[config.mk]
export PLATFORM = sky130hd
export DESIGN_NAME = ptxoe_top
export DESIGN_NICKNAME = d
export VERILOG_FILES = /design/src/ptxoe_pkg.sv /design/src/ptxoe_top.sv
export SDC_FILE = /design/constraint.sdc
export NUM_CORES = 1
export LEC_CHECK = 0
export BUFFER_PORTS_ARGS = -buffer_cell sky130_fd_sc_hd__buf_2
export CELL_PAD_IN_SITES_DETAIL_PLACEMENT = 1
export CELL_PAD_IN_SITES_GLOBAL_PLACEMENT = 1
export CORE_MARGIN = 5
export CORE_UTILIZATION = 46
export DETAILED_ROUTE_END_ITERATION = 8
export GPL_TIMING_DRIVEN = 1
export HOLD_SLACK_MARGIN = 0.15
export PLACE_DENSITY_LB_ADDON = 0.1
export SLEW_MARGIN = 10
export SYNTH_ARGS = -nofsm -noshare
export SYNTH_HDL_FRONTEND = slang
export SYNTH_SLANG_ARGS = --single-unit
[constraint.sdc]
create_clock -name clk_i -period 2.1 [get_ports clk_i]
set_clock_uncertainty 0.15 [all_clocks]
set_input_delay 0.21 -clock clk_i [delete_from_list [all_inputs] [get_ports clk_i]]
set_output_delay 0.21 -clock clk_i [all_outputs]
set_load 0.01 [all_outputs]
[src/ptxoe_pkg.sv]
package ptxoe_pkg;

    // Register indices; byte address is four times the index
    localparam logic [7:0] PTXOE_IDX_CTRL   = 8'h50;
    localparam logic [7:0] PTXOE_IDX_ERRINJ = 8'h52;
    localparam logic [7:0] PTXOE_IDX_F1G1   = 8'h54;
    localparam logic [7:0] PTXOE_IDX_M1M2   = 8'h56;
    localparam logic [7:0] PTXOE_IDX_Z1Z2   = 8'h58;
    localparam logic [7:0] PTXOE_IDX_Z3Z4   = 8'h5a;
    localparam logic [7:0] PTXOE_IDX_Z5Z6   = 8'h5c;
    localparam logic [7:0] PTXOE_IDX_STATUS = 8'h5e;

    // Writable bit masks and reset values
    localparam logic [15:0] PTXOE_CTRL_MASK   = 16'h001f;
    localparam logic [15:0] PTXOE_ERRINJ_MASK = 16'h3f3f;
    localparam logic [15:0] PTXOE_REG_RESET   = 16'h0000;

    // Control register fields
    localparam int PTXOE_M_SRC_LSB    = 3;
    localparam int PTXOE_F1_SRC_LSB   = 1;
    localparam int PTXOE_AUTO_OFF_BIT = 0;

    // Error insertion register fields
    localparam int PTXOE_REI_MAX_BIT   = 13;
    localparam int PTXOE_REI_CONT_BIT  = 12;
    localparam int PTXOE_REI_EN_BIT    = 11;
    localparam int PTXOE_PAR_BLK_BIT   = 10;
    localparam int PTXOE_PAR_CONT_BIT  = 9;
    localparam int PTXOE_PAR_EN_BIT    = 8;
    localparam int PTXOE_FRM_BYTE_BIT  = 5;
    localparam int PTXOE_FRM_TYPE_LSB  = 3;
    localparam int PTXOE_FRM_EN_BIT    = 2;
    localparam int PTXOE_SINGLE_BIT    = 1;
    localparam int PTXOE_TRIG_SRC_BIT  = 0;

    // Source and type codes
    localparam logic [1:0] PTXOE_SRC_00 = 2'h0;
    localparam logic [1:0] PTXOE_SRC_01 = 2'h1;
    localparam logic [1:0] PTXOE_SRC_10 = 2'h2;
    localparam logic [1:0] PTXOE_SRC_11 = 2'h3;
    localparam logic [3:0] PTXOE_REI_ONE   = 4'h1;
    localparam logic [3:0] PTXOE_REI_EIGHT = 4'h8;
    localparam logic [7:0] PTXOE_FLIP_BIT  = 8'h01;
    localparam logic [7:0] PTXOE_FLIP_ALL  = 8'hff;

    // Overhead slot codes carried with each stream byte
    typedef enum logic [3:0] {
        PTXOE_SLOT_PAY = 4'h0,
        PTXOE_SLOT_A1  = 4'h1,
        PTXOE_SLOT_A2  = 4'h2,
        PTXOE_SLOT_POI = 4'h3,
        PTXOE_SLOT_B1  = 4'h4,
        PTXOE_SLOT_G1  = 4'h5,
        PTXOE_SLOT_F1  = 4'h6,
        PTXOE_SLOT_M1  = 4'h7,
        PTXOE_SLOT_M2  = 4'h8,
        PTXOE_SLOT_Z   = 4'h9
    } ptxoe_slot_e;

    typedef struct packed {
        logic        valid;
        ptxoe_slot_e slot;
        logic [7:0]  data;
    } ptxoe_byte_s;

    typedef enum logic [2:0] {
        PTXOE_FS_IDLE   = 3'b001,
        PTXOE_FS_ARMED  = 3'b010,
        PTXOE_FS_SECOND = 3'b100
    } ptxoe_frm_e;

endpackage

[src/ptxoe_top.sv]
// Behaviour
// RL1: M-byte source field picks HDLC or registers
// RL2: F1 source: trace, HDLC, register; 11 reserved
// RL3: M code 00 with F1 01 gives undefined F1
// RL4: F1 and HDLC M byte may differ
// RL5: REI automatic from BIP-8 unless defeated
// RL6: Injected REI is 1h or 8h
// RL7: REI injection single or every frame
// RL8: REI injected only while enabled
// RL9: Parity error flips one or eight B1 bits
// RL10: Parity injection single or continuous
// RL11: Parity injected only while enabled
// RL12: Framing error flips one or eight bits
// RL13: Framing type selects A1/A2/POI pattern
// RL14: Framing injected only while enabled; the code still flips a matching byte in the cycle after the enable clears
// RL15: Rising single-error bit inserts one error
// RL16: Many toggles before opportunity give one error
// RL17: Trigger select picks register bit or pin
// RL18: Changing trigger select may insert an error
// RL19: Defeated REI uses register REI bits
// RL20: Register F1 byte from upper F1/G1 byte
// RL21: Trigger edges held until matching opportunity; framing drops an edge arriving at its first hit or before its second
// RL22: Control and injection bits reset to zero
//
// Decided for this implementation: the plain strobed port.
`timescale 1ns/1ps
`default_nettype none
module ptxoe_top #(
    parameter int ADDR_W = 9
) (
    input  wire logic               clk_i,
    input  wire logic               arst_n_i,
    input  wire logic [ADDR_W-1:0]  addr_i,
    input  wire logic [15:0]        wr_data_i,
    input  wire logic               wr_i,
    input  wire logic               rd_i,
    output logic [15:0]             rd_data_o,
    input  wire ptxoe_pkg::ptxoe_byte_s stream_i,
    output ptxoe_pkg::ptxoe_byte_s  stream_o,
    input  wire logic [7:0]         hdlc_byte_i,
    output logic                    hdlc_take_o,
    input  wire logic [7:0]         trace_byte_i,
    input  wire logic [3:0]         rx_bip_err_i,
    input  wire logic               manual_error_pin_i
);
    import ptxoe_pkg::*;

    logic [15:0] ctrl_r;
    logic [15:0] errinj_r;
    logic [15:0] f1g1_r;
    logic [15:0] m1m2_r;
    logic [15:0] z12_r;
    logic [15:0] z34_r;
    logic [15:0] z56_r;
    logic        pin_s1_r;
    logic        pin_s2_r;
    logic        pin_s3_r;
    logic        pin_lvl_r;
    logic        trig_prev_r;
    logic        rei_pend_r;
    logic        par_pend_r;
    ptxoe_frm_e  frm_r;
    logic        trig_lvl;
    logic        trig_edge;
    logic        rei_act;
    logic        par_act;
    logic        frm_hit;
    logic [7:0]  flip;
    logic [7:0]  g1_byte;
    logic [7:0]  out_byte;
    logic        take_nxt;
    logic [7:0]  idx;
    logic        hit_ok;

    // Field views of the control registers
    wire logic [1:0] m_byte_source_sel     = ctrl_r[PTXOE_M_SRC_LSB +: 2];
    wire logic [1:0] f1_source_sel         = ctrl_r[PTXOE_F1_SRC_LSB +: 2];
    wire logic       remote_error_auto_off = ctrl_r[PTXOE_AUTO_OFF_BIT];
    wire logic       remote_error_max_sel   = errinj_r[PTXOE_REI_MAX_BIT];
    wire logic       remote_error_continuous = errinj_r[PTXOE_REI_CONT_BIT];
    wire logic       remote_error_inject_en  = errinj_r[PTXOE_REI_EN_BIT];
    wire logic       parity_block_error_sel  = errinj_r[PTXOE_PAR_BLK_BIT];
    wire logic       parity_continuous_sel   = errinj_r[PTXOE_PAR_CONT_BIT];
    wire logic       parity_inject_en        = errinj_r[PTXOE_PAR_EN_BIT];
    wire logic       framing_whole_byte_sel  = errinj_r[PTXOE_FRM_BYTE_BIT];
    wire logic [1:0] framing_error_type      = errinj_r[PTXOE_FRM_TYPE_LSB +: 2];
    wire logic       framing_inject_en       = errinj_r[PTXOE_FRM_EN_BIT];
    wire logic       single_error_trigger    = errinj_r[PTXOE_SINGLE_BIT];
    wire logic       trigger_source_sel      = errinj_r[PTXOE_TRIG_SRC_BIT];
    wire logic [7:0] f1_register_byte        = f1g1_r[15:8];
    wire logic [3:0] remote_error_value      = f1g1_r[7:4];

    // Word index of a bus address, if aligned
    function automatic logic [7:0] word_idx(input logic [ADDR_W-1:0] a);
        word_idx = 8'(a[ADDR_W-1:2]);
    endfunction

    assign idx    = word_idx(addr_i);
    assign hit_ok = (addr_i[1:0] == 2'h0);

    // Register writes
    always_ff @(posedge clk_i or negedge arst_n_i) begin
        if (!arst_n_i) begin
            ctrl_r   <= PTXOE_REG_RESET; // RL22
            errinj_r <= PTXOE_REG_RESET; // RL22
            f1g1_r   <= PTXOE_REG_RESET;
            m1m2_r   <= PTXOE_REG_RESET;
            z12_r    <= PTXOE_REG_RESET;
            z34_r    <= PTXOE_REG_RESET;
            z56_r    <= PTXOE_REG_RESET;
        end else if (wr_i && hit_ok) begin
            unique case (idx)
                PTXOE_IDX_CTRL:   ctrl_r   <= wr_data_i & PTXOE_CTRL_MASK;
                PTXOE_IDX_ERRINJ: errinj_r <= wr_data_i & PTXOE_ERRINJ_MASK;
                PTXOE_IDX_F1G1:   f1g1_r   <= wr_data_i;
                PTXOE_IDX_M1M2:   m1m2_r   <= wr_data_i;
                PTXOE_IDX_Z1Z2:   z12_r    <= wr_data_i;
                PTXOE_IDX_Z3Z4:   z34_r    <= wr_data_i;
                PTXOE_IDX_Z5Z6:   z56_r    <= wr_data_i;
                default: ;
            endcase
        end
    end

    // Register reads, data one cycle after the strobe
    always_ff @(posedge clk_i or negedge arst_n_i) begin
        if (!arst_n_i) begin
            rd_data_o <= 16'h0000;
        end else if (rd_i && hit_ok) begin
            unique case (idx)
                PTXOE_IDX_CTRL:   rd_data_o <= ctrl_r;
                PTXOE_IDX_ERRINJ: rd_data_o <= errinj_r;
                PTXOE_IDX_F1G1:   rd_data_o <= f1g1_r;
                PTXOE_IDX_M1M2:   rd_data_o <= m1m2_r;
                PTXOE_IDX_Z1Z2:   rd_data_o <= z12_r;
                PTXOE_IDX_Z3Z4:   rd_data_o <= z34_r;
                PTXOE_IDX_Z5Z6:   rd_data_o <= z56_r;
                PTXOE_IDX_STATUS: rd_data_o <= {9'h000, pin_lvl_r, frm_r,
                                                par_pend_r, rei_pend_r, trig_lvl};
                default:          rd_data_o <= 16'h0000;
            endcase
        end else begin
            rd_data_o <= 16'h0000;
        end
    end

    // Pin synchroniser; level moves once stages two and three agree
    always_ff @(posedge clk_i or negedge arst_n_i) begin
        if (!arst_n_i) begin
            pin_s1_r  <= 1'b0;
            pin_s2_r  <= 1'b0;
            pin_s3_r  <= 1'b0;
            pin_lvl_r <= 1'b0;
        end else begin
            pin_s1_r <= manual_error_pin_i;
            pin_s2_r <= pin_s1_r;
            pin_s3_r <= pin_s2_r;
            if (pin_s2_r == pin_s3_r) begin
                pin_lvl_r <= pin_s3_r; // RL21
            end
        end
    end

    // Trigger source and rising-edge detect
    assign trig_lvl  = trigger_source_sel ? pin_lvl_r : single_error_trigger; // RL17 RL18
    assign trig_edge = trig_lvl && !trig_prev_r; // RL15

    always_ff @(posedge clk_i or negedge arst_n_i) begin
        if (!arst_n_i) begin
            trig_prev_r <= 1'b0;
        end else begin
            trig_prev_r <= trig_lvl;
        end
    end

    // Slot strobes
    wire logic at_g1  = stream_i.valid && (stream_i.slot == PTXOE_SLOT_G1);
    wire logic at_b1  = stream_i.valid && (stream_i.slot == PTXOE_SLOT_B1);
    wire logic at_a1  = stream_i.valid && (stream_i.slot == PTXOE_SLOT_A1);
    wire logic at_a2  = stream_i.valid && (stream_i.slot == PTXOE_SLOT_A2);
    wire logic at_poi = stream_i.valid && (stream_i.slot == PTXOE_SLOT_POI);
    wire logic at_f1  = stream_i.valid && (stream_i.slot == PTXOE_SLOT_F1);
    wire logic at_m1  = stream_i.valid && (stream_i.slot == PTXOE_SLOT_M1);
    wire logic at_m2  = stream_i.valid && (stream_i.slot == PTXOE_SLOT_M2);

    // Pending REI request; a new edge wins over the clear at G1
    always_ff @(posedge clk_i or negedge arst_n_i) begin
        if (!arst_n_i) begin
            rei_pend_r <= 1'b0;
        end else if (!remote_error_inject_en || remote_error_continuous) begin
            rei_pend_r <= 1'b0; // RL8
        end else if (trig_edge) begin
            rei_pend_r <= 1'b1; // RL15 RL16
        end else if (at_g1) begin
            rei_pend_r <= 1'b0; // RL21
        end
    end

    // Pending parity request
    always_ff @(posedge clk_i or negedge arst_n_i) begin
        if (!arst_n_i) begin
            par_pend_r <= 1'b0;
        end else if (!parity_inject_en || parity_continuous_sel) begin
            par_pend_r <= 1'b0; // RL11
        end else if (trig_edge) begin
            par_pend_r <= 1'b1; // RL15 RL16
        end else if (at_b1) begin
            par_pend_r <= 1'b0; // RL21
        end
    end

    assign rei_act = remote_error_inject_en && (remote_error_continuous || rei_pend_r); // RL7 RL8
    assign par_act = parity_inject_en && (parity_continuous_sel || par_pend_r); // RL10 RL11

    // Framing byte that the current state waits for
    always_comb begin
        frm_hit = 1'b0;
        unique case (frm_r)
            PTXOE_FS_ARMED: begin
                unique case (framing_error_type) // RL13
                    PTXOE_SRC_00: frm_hit = at_a1 || at_a2;
                    PTXOE_SRC_01: frm_hit = at_poi;
                    PTXOE_SRC_10: frm_hit = at_a1;
                    PTXOE_SRC_11: frm_hit = at_poi;
                endcase
            end
            PTXOE_FS_SECOND: begin
                frm_hit = (framing_error_type == PTXOE_SRC_10) ? at_a2 : at_poi; // RL13
            end
            PTXOE_FS_IDLE: frm_hit = 1'b0;
            default:       frm_hit = 1'b0;
        endcase
    end

    // Framing injection sequencer
    always_ff @(posedge clk_i or negedge arst_n_i) begin
        if (!arst_n_i) begin
            frm_r <= PTXOE_FS_IDLE;
        end else if (!framing_inject_en) begin
            frm_r <= PTXOE_FS_IDLE; // RL14
        end else begin
            unique case (frm_r)
                PTXOE_FS_IDLE: begin
                    if (trig_edge) begin
                        frm_r <= PTXOE_FS_ARMED; // RL15
                    end
                end
                PTXOE_FS_ARMED: begin
                    if (frm_hit) begin
                        frm_r <= framing_error_type[1] ? PTXOE_FS_SECOND
                                                       : PTXOE_FS_IDLE; // RL13
                    end
                end
                PTXOE_FS_SECOND: begin
                    if (frm_hit) begin
                        frm_r <= trig_edge ? PTXOE_FS_ARMED : PTXOE_FS_IDLE;
                    end
                end
                default: frm_r <= PTXOE_FS_IDLE;
            endcase
        end
    end

    // REI nibble and G1 byte
    always_comb begin
        g1_byte = f1g1_r[7:0];
        if (rei_act) begin
            g1_byte[7:4] = remote_error_max_sel ? PTXOE_REI_EIGHT : PTXOE_REI_ONE; // RL6
        end else if (remote_error_auto_off) begin
            g1_byte[7:4] = remote_error_value; // RL5 RL19
        end else begin
            g1_byte[7:4] = rx_bip_err_i; // RL5
        end
    end

    // Outgoing byte selection
    always_comb begin
        out_byte = stream_i.data;
        take_nxt = 1'b0;
        flip     = 8'h00;
        if (at_g1) begin
            out_byte = g1_byte;
        end else if (at_b1) begin
            flip     = parity_block_error_sel ? PTXOE_FLIP_ALL : PTXOE_FLIP_BIT; // RL9
            out_byte = par_act ? (stream_i.data ^ flip) : stream_i.data;
        end else if (at_a1 || at_a2 || at_poi) begin
            flip     = framing_whole_byte_sel ? PTXOE_FLIP_ALL : PTXOE_FLIP_BIT; // RL12
            out_byte = frm_hit ? (stream_i.data ^ flip) : stream_i.data;
        end else if (at_f1) begin
            unique case (f1_source_sel) // RL2
                PTXOE_SRC_00: out_byte = trace_byte_i;
                PTXOE_SRC_01: begin
                    // Undefined when M bytes hold the 128 kHz link
                    out_byte = (m_byte_source_sel == PTXOE_SRC_00) ? 8'h00
                                                                   : hdlc_byte_i; // RL3 RL4
                    take_nxt = (m_byte_source_sel != PTXOE_SRC_00);
                end
                PTXOE_SRC_10: out_byte = f1_register_byte; // RL20
                PTXOE_SRC_11: out_byte = f1_register_byte;
            endcase
        end else if (at_m1) begin
            take_nxt = !m_byte_source_sel[0]; // RL1
            out_byte = take_nxt ? hdlc_byte_i : m1m2_r[7:0];
        end else if (at_m2) begin
            take_nxt = !m_byte_source_sel[1]; // RL1
            out_byte = take_nxt ? hdlc_byte_i : m1m2_r[15:8];
        end
    end

    // Registered stream output and HDLC take pulse
    always_ff @(posedge clk_i or negedge arst_n_i) begin
        if (!arst_n_i) begin
            stream_o    <= '0;
            hdlc_take_o <= 1'b0;
        end else begin
            stream_o.valid <= stream_i.valid;
            stream_o.slot  <= stream_i.slot;
            stream_o.data  <= out_byte;
            hdlc_take_o    <= take_nxt;
        end
    end

    // Checks
    rei_max_a: assert property (@(posedge clk_i) disable iff (!arst_n_i) // RL6
        at_g1 && rei_act && remote_error_max_sel |=> stream_o.data[7:4] == 4'h8)
        else $error("REI max value wrong");
    rei_one_a: assert property (@(posedge clk_i) disable iff (!arst_n_i) // RL6
        at_g1 && rei_act && !remote_error_max_sel |=> stream_o.data[7:4] == 4'h1)
        else $error("REI single value wrong");
    rei_auto_a: assert property (@(posedge clk_i) disable iff (!arst_n_i) // RL5
        at_g1 && !remote_error_inject_en && !remote_error_auto_off
        |=> stream_o.data[7:4] == $past(rx_bip_err_i))
        else $error("Automatic REI not from BIP-8 count");
    rei_reg_a: assert property (@(posedge clk_i) disable iff (!arst_n_i) // RL19
        at_g1 && !remote_error_inject_en && remote_error_auto_off
        |=> stream_o.data == $past(f1g1_r[7:0]))
        else $error("Register REI not inserted");
    par_off_a: assert property (@(posedge clk_i) disable iff (!arst_n_i) // RL11
        at_b1 && !parity_inject_en |=> stream_o.data == $past(stream_i.data))
        else $error("B1 altered while parity injection off");
    par_blk_a: assert property (@(posedge clk_i) disable iff (!arst_n_i) // RL9
        at_b1 && par_act && parity_block_error_sel
        |=> stream_o.data == ~$past(stream_i.data))
        else $error("B1 block error not all bits");
    par_once_a: assert property (@(posedge clk_i) disable iff (!arst_n_i) // RL16
        par_pend_r && at_b1 && !trig_edge |=> !par_pend_r)
        else $error("Parity request kept after insertion");
    frm_off_a: assert property (@(posedge clk_i) disable iff (!arst_n_i) // RL14
        !framing_inject_en |=> frm_r == PTXOE_FS_IDLE)
        else $error("Framing sequencer active while disabled");
    f1_reg_a: assert property (@(posedge clk_i) disable iff (!arst_n_i) // RL20
        at_f1 && f1_source_sel == PTXOE_SRC_10 |=> stream_o.data == $past(f1g1_r[15:8]))
        else $error("F1 register byte not inserted");
    m_reg_a: assert property (@(posedge clk_i) disable iff (!arst_n_i) // RL1
        at_m2 && m_byte_source_sel == PTXOE_SRC_11
        |=> stream_o.data == $past(m1m2_r[15:8]) && !hdlc_take_o)
        else $error("M2 not from register");
    trig_pend_a: assert property (@(posedge clk_i) disable iff (!arst_n_i) // RL15
        trig_edge && parity_inject_en && !parity_continuous_sel |=> par_pend_r)
        else $error("Trigger edge not captured");

    rei_inject_c: cover property (@(posedge clk_i) disable iff (!arst_n_i)
        at_g1 && rei_pend_r);
    frm_second_c: cover property (@(posedge clk_i) disable iff (!arst_n_i)
        frm_r == PTXOE_FS_SECOND && frm_hit);
    pin_trig_c: cover property (@(posedge clk_i) disable iff (!arst_n_i)
        trigger_source_sel && trig_edge);
    par_cont_c: cover property (@(posedge clk_i) disable iff (!arst_n_i)
        at_b1 && parity_continuous_sel && parity_inject_en);

endmodule
`default_nettype wire

==> insert_results.sql <==
INSERT INTO impl_metrics (metric_group, metric, value, unit) VALUES
('run_status', 'status', 'finished with violations', ''),
('run_status', 'violations', 'setup timing', ''),
('sta', 'timing.final.crit_share', '101', '%'),
('die', 'dieArea', '0.0175', 'mm^2'),
('finish', 'layout-drive-gt1-share', '42.0', '%'),
('yosys', 'post_synth.cell_area_avg', '12.0', 'um^2'),
('critical_path', 'crit_family', 'simple AND/OR/NAND/NOR gates', ''),
('die', 'rows', '44', ''),
('route', 'route.detailed.wl_per_inst', '24.1', 'um'),
('yosys', 'yosys.cell_types.count', '63', ''),
('place', 'hpwlAfterDp', '15600', 'um'),
('yosys', 'share_of_the_synthesized_area_in_the_top_cell_type', '49.3', '%'),
('clock_tree', 'tritoncts', 'done', ''),
('place', 'post_place_cell_area', '0.00783', 'mm^2'),
('pwr', 'p_leak', '4.20', 'nW'),
('place', 'numPortBuffers', '92', ''),
('clock_tree', 'worst_skew_pair_later_pin_latency', '420', 'ps'),
('yosys', 'number_of_nets_in_the_synthesized_netlist', '640', ''),
('global_routing', 'grt_usage', '26.1', '%'),
('critical_path', 'timing.critical_path.arrival', '2300', 'ps'),
('sta', 'final.setup.worst_slack', '-24.1', 'ps'),
('critical_path', 'startpoint_type', 'flip-flop', ''),
('sta', 'maxClockFrequency', '0.471', 'GHz'),
('route', 'drt_drc_violations_left', '0', ''),
('clock_tree', 'cts.sinks', '137', ''),
('sta', 'finalSetupViolations', '3', ''),
('route', 'drt_iter0_drc', '514', ''),
('critical_path', 'critical_path.max_fanout', '4', ''),
('sta', 'unrepaired_setup_endpoints_after_global_routing', 'yes', ''),
('critical_path', 'crit_path_top_delay_cell', 'dfrtp_1', ''),
('critical_path', 'critical_path_buf_inv_count', '1', ''),
('pwr', 'power_density_over_cell_area', '733', 'mW/mm^2'),
('global_routing', 'pin_count_of_the_biggest_net_entering_global_routing', '55', ''),
('finish', 'nFillCells', '1557', ''),
('clock_tree', 'cts.clk_slew.worst_paths', '60', 'ps'),
('place', 'finalWeightedCongestion', '0.894', ''),
('finish', 'diode_insertion_count_for_antenna_repair', '0', ''),
('finish', 'nets', '800', ''),
('yosys', 'post_synth_inst_count', '577', ''),
('pwr', 'irDropWorstVdd', '598', 'uV'),
('die', 'count_of_boundary_i_o_pins', '93', ''),
('yosys', 'synth.area.top_cells', 'dfrtp_1 (49%), mux2_2 (19%), mux2i_1 (4.5%), a221oi_1 (1.9%), a21oi_1 (1.9%)', ''),
('sta', 'post-route-min-period', '2120', 'ps'),
('critical_path', 'critPathKind', 'reg -> reg', ''),
('route', 'num_vias', '5613', ''),
('sta', 'summed_negative_setup_slack_over_all_endpoints', '-29.5', 'ps'),
('die', 'fp.coreArea', '0.0146', 'mm^2'),
('clock_tree', 'number_of_clock_buffers_inserted_by_tritoncts', '17', ''),
('critical_path', 'longest_individual_stage_delay_on_the_worst_path', '390', 'ps'),
('yosys', 'number_of_synthesized_register_bits', '137', ''),
('worst_hold_path', 'type_of_the_most_critical_hold_path', 'in -> async', ''),
('clock_tree', 'cts.root.buffer_cell', 'clkbuf_16', ''),
('sta', 'final_hold_viol_count', '0', ''),
('global_routing', 'grt_pass1_wl', '35300', 'um'),
('finish', 'finished_layout_cell_area', '0.00889', 'mm^2'),
('global_routing', 'grt_overflow', '0', ''),
('sta', 'worst-slew-pin-transition', '612', 'ps'),
('yosys', 'synth_flop_cell', 'dfrtp_1', ''),
('global_routing', 'antenna_found_initial', '0', ''),
('clock_tree', 'cts_htree_levels', '4', ''),
('yosys', 'post-synth-top-area-cell', 'dfrtp_1', ''),
('critical_path', 'timing.critical_path.cells', 'nand2b_4 > or2_4 > o32ai_4 > nand3_4 > buf_6 > mux2_2 > a32oi_2', ''),
('yosys', 'ys_warn_count', '0', ''),
('yosys', 'synth-seq-area-share', '49.7', '%'),
('die', 'start_util', '47.1', '%'),
('finish', 'syn2layout_area_growth', '28.9', '%'),
('job', 'drv.max_cap_violation_count', '0', ''),
('critical_path', 'crit_required', '2280', 'ps'),
('die', 'die_y', '132', 'um'),
('clock_tree', 'clk_path_buf_depth', '2', ''),
('critical_path', 'timing.critical_path.to_type', 'flip-flop', ''),
('sta', 'timing.final.max_slew_violations', '0', ''),
('yosys', 'mappedNetlistArea', '0.00690', 'mm^2'),
('global_routing', 'grt_pass1_vias', '6076', ''),
('route', 'first_pass_iters', '5', ''),
('die', 'die_width', '132', 'um'),
('sta', 'timing.max_slew.rel_slack', '59.1', '%'),
('yosys', 'synth_enable_flop_cells', '0', ''),
('yosys', 'synth-async-reset-ratio', '100', '%'),
('route', 'route.antenna.remaining_nets', '0', ''),
('route', 'routed_wirelength', '22500', 'um'),
('route', 'route.detailed.vias_per_inst', '6.01', '');
kinds of logic (layout without fill, tap and decap cells):
group,after synthesis,in the layout,synth area share (%)
buf+inv,43,216,3.28
fa+ha+maj,1,1,0.145
flops,137,137,49.7
mux,150,150,23.9
simple gates,111,111,8.65
xor+xnor,11,11,1.40
compound gates,124,124,12.9
per-stage QoR:
step	hold slack (ps)	setup slack, ps	cells	util, %	power [mW]
final	208	-24.1	934	60.7	6.52
after detailed placement	-97.7	9.85	865	53.5	3.38
after CTS	195	3.37	931	60.1	6.55
after global placement	-99.2	118	865	53.5	3.36
after floorplan	-236	140	577	-	3.06
after global routing	212	-87.5	934	60.7	6.75
synthesized netlist by cell type, drive strengths merged (3+ instances only):
library cell	instances
nor3b	4
mux2i	31
xnor2	9
o221ai	3
dfrtp	136
clkbuf	16
a22o	3
or2	6
nor2	21
and2	4
buf	23
inv	4
o21ai	20
nand3	12
nor2b	8
a211oi	5
and3	4
a21oi	26
o211ai	3
a22oi	12
a222oi	11
and2b	3
mux2	119
a32oi	9
a221oi	15
o22ai	3
nand2b	6
nand2	33
state kept, by name, indices dropped and copies added, names as in the netlist, 3 cells and up:
name       count
z56_r         16
errinj_r      12
rd_data_o     16
ctrl_r         5
z34_r         16
f1g1_r        16
z12_r         16
m1m2_r        16
frm_r          3
stream_o      13
worst min-delay path, stage by stage:
cell and delay [ps]:
dlygate4sd3_1 550, buf_6 150, buf_12 240
worst paths after layout:
path                                 startpoint                    end  slack [ps]  cells past startpoint
setup / recovery           frm_r[1]$_DFFE_PN0P_  stream_o[6]$_DFF_PN0_         -20                      7
hold / removal                         arst_n_i   frm_r[1]$_DFFE_PN0P_         210                      3
setup reg to reg           frm_r[1]$_DFFE_PN0P_  stream_o[6]$_DFF_PN0_         -20                      7
hold reg to reg              pin_s1_r$_DFF_PN0_     pin_s2_r$_DFF_PN0_         210                      0
max in group asynchronous              arst_n_i  stream_o[9]$_DFF_PN0_         600                      3
min in group clk_i           pin_s1_r$_DFF_PN0_     pin_s2_r$_DFF_PN0_         210                      0
final cells by class:
cell class / count / area (um^2) / share of cell area, %
inverters: 4 / 15.0 / 0.169
clock buffers: 22 / 474 / 5.33
well taps: 184 / 230 / 2.59
flip-flops and latches: 137 / 3430 / 38.6
multi-input cells: 397 / 3310 / 37.2
clock inverters: 10 / 141 / 1.59
repair buffers: 180 / 1290 / 14.5
power by group:
part	total [mW]	internal [mW]	switching [mW]	leakage [nW]
combinational	0.623	0.281	0.342	2.04
sequential	2.78	2.72	0.0569	1.86
clock	3.12	1.97	1.15	0.297
total	6.52	4.97	1.55	4.20
cells in the final DEF (no fill, tap or decap), types with 12 or more instances in the layout:
master	instances
dfrtp_1	136
mux2_2	118
buf_2	90
buf_4	45
dlygate4sd3_1	34
nand2_1	33
mux2i_1	31
a21oi_1	26
nor2_1	19
o21ai_0	19
clkbuf_16	17
a221oi_1	15
a22oi_1	12
per-layer routing:
metal  part of all wire [%]  track usage (%)  routed length (um)  vias to the layer above
met5                      0                0                   0                        -
met4                    2.5             9.30                 567                        0
met3                    4.8             5.13                1080                       28
met2                     50             43.4               11300                      187
met1                     43             34.0                9620                     2910
li1                       -                -                   -                     2488
timing repair:
item                                    CTS  global route
gates cloned                              0             0
endpoints found under the setup margin    1            24
buffers inserted                          0             3
hold buffers                             34             0
gates resized for setup                   1            16
endpoints found under the hold margin   259             0
pin swaps                                 1             5
(Power assumes the default switching activity.)
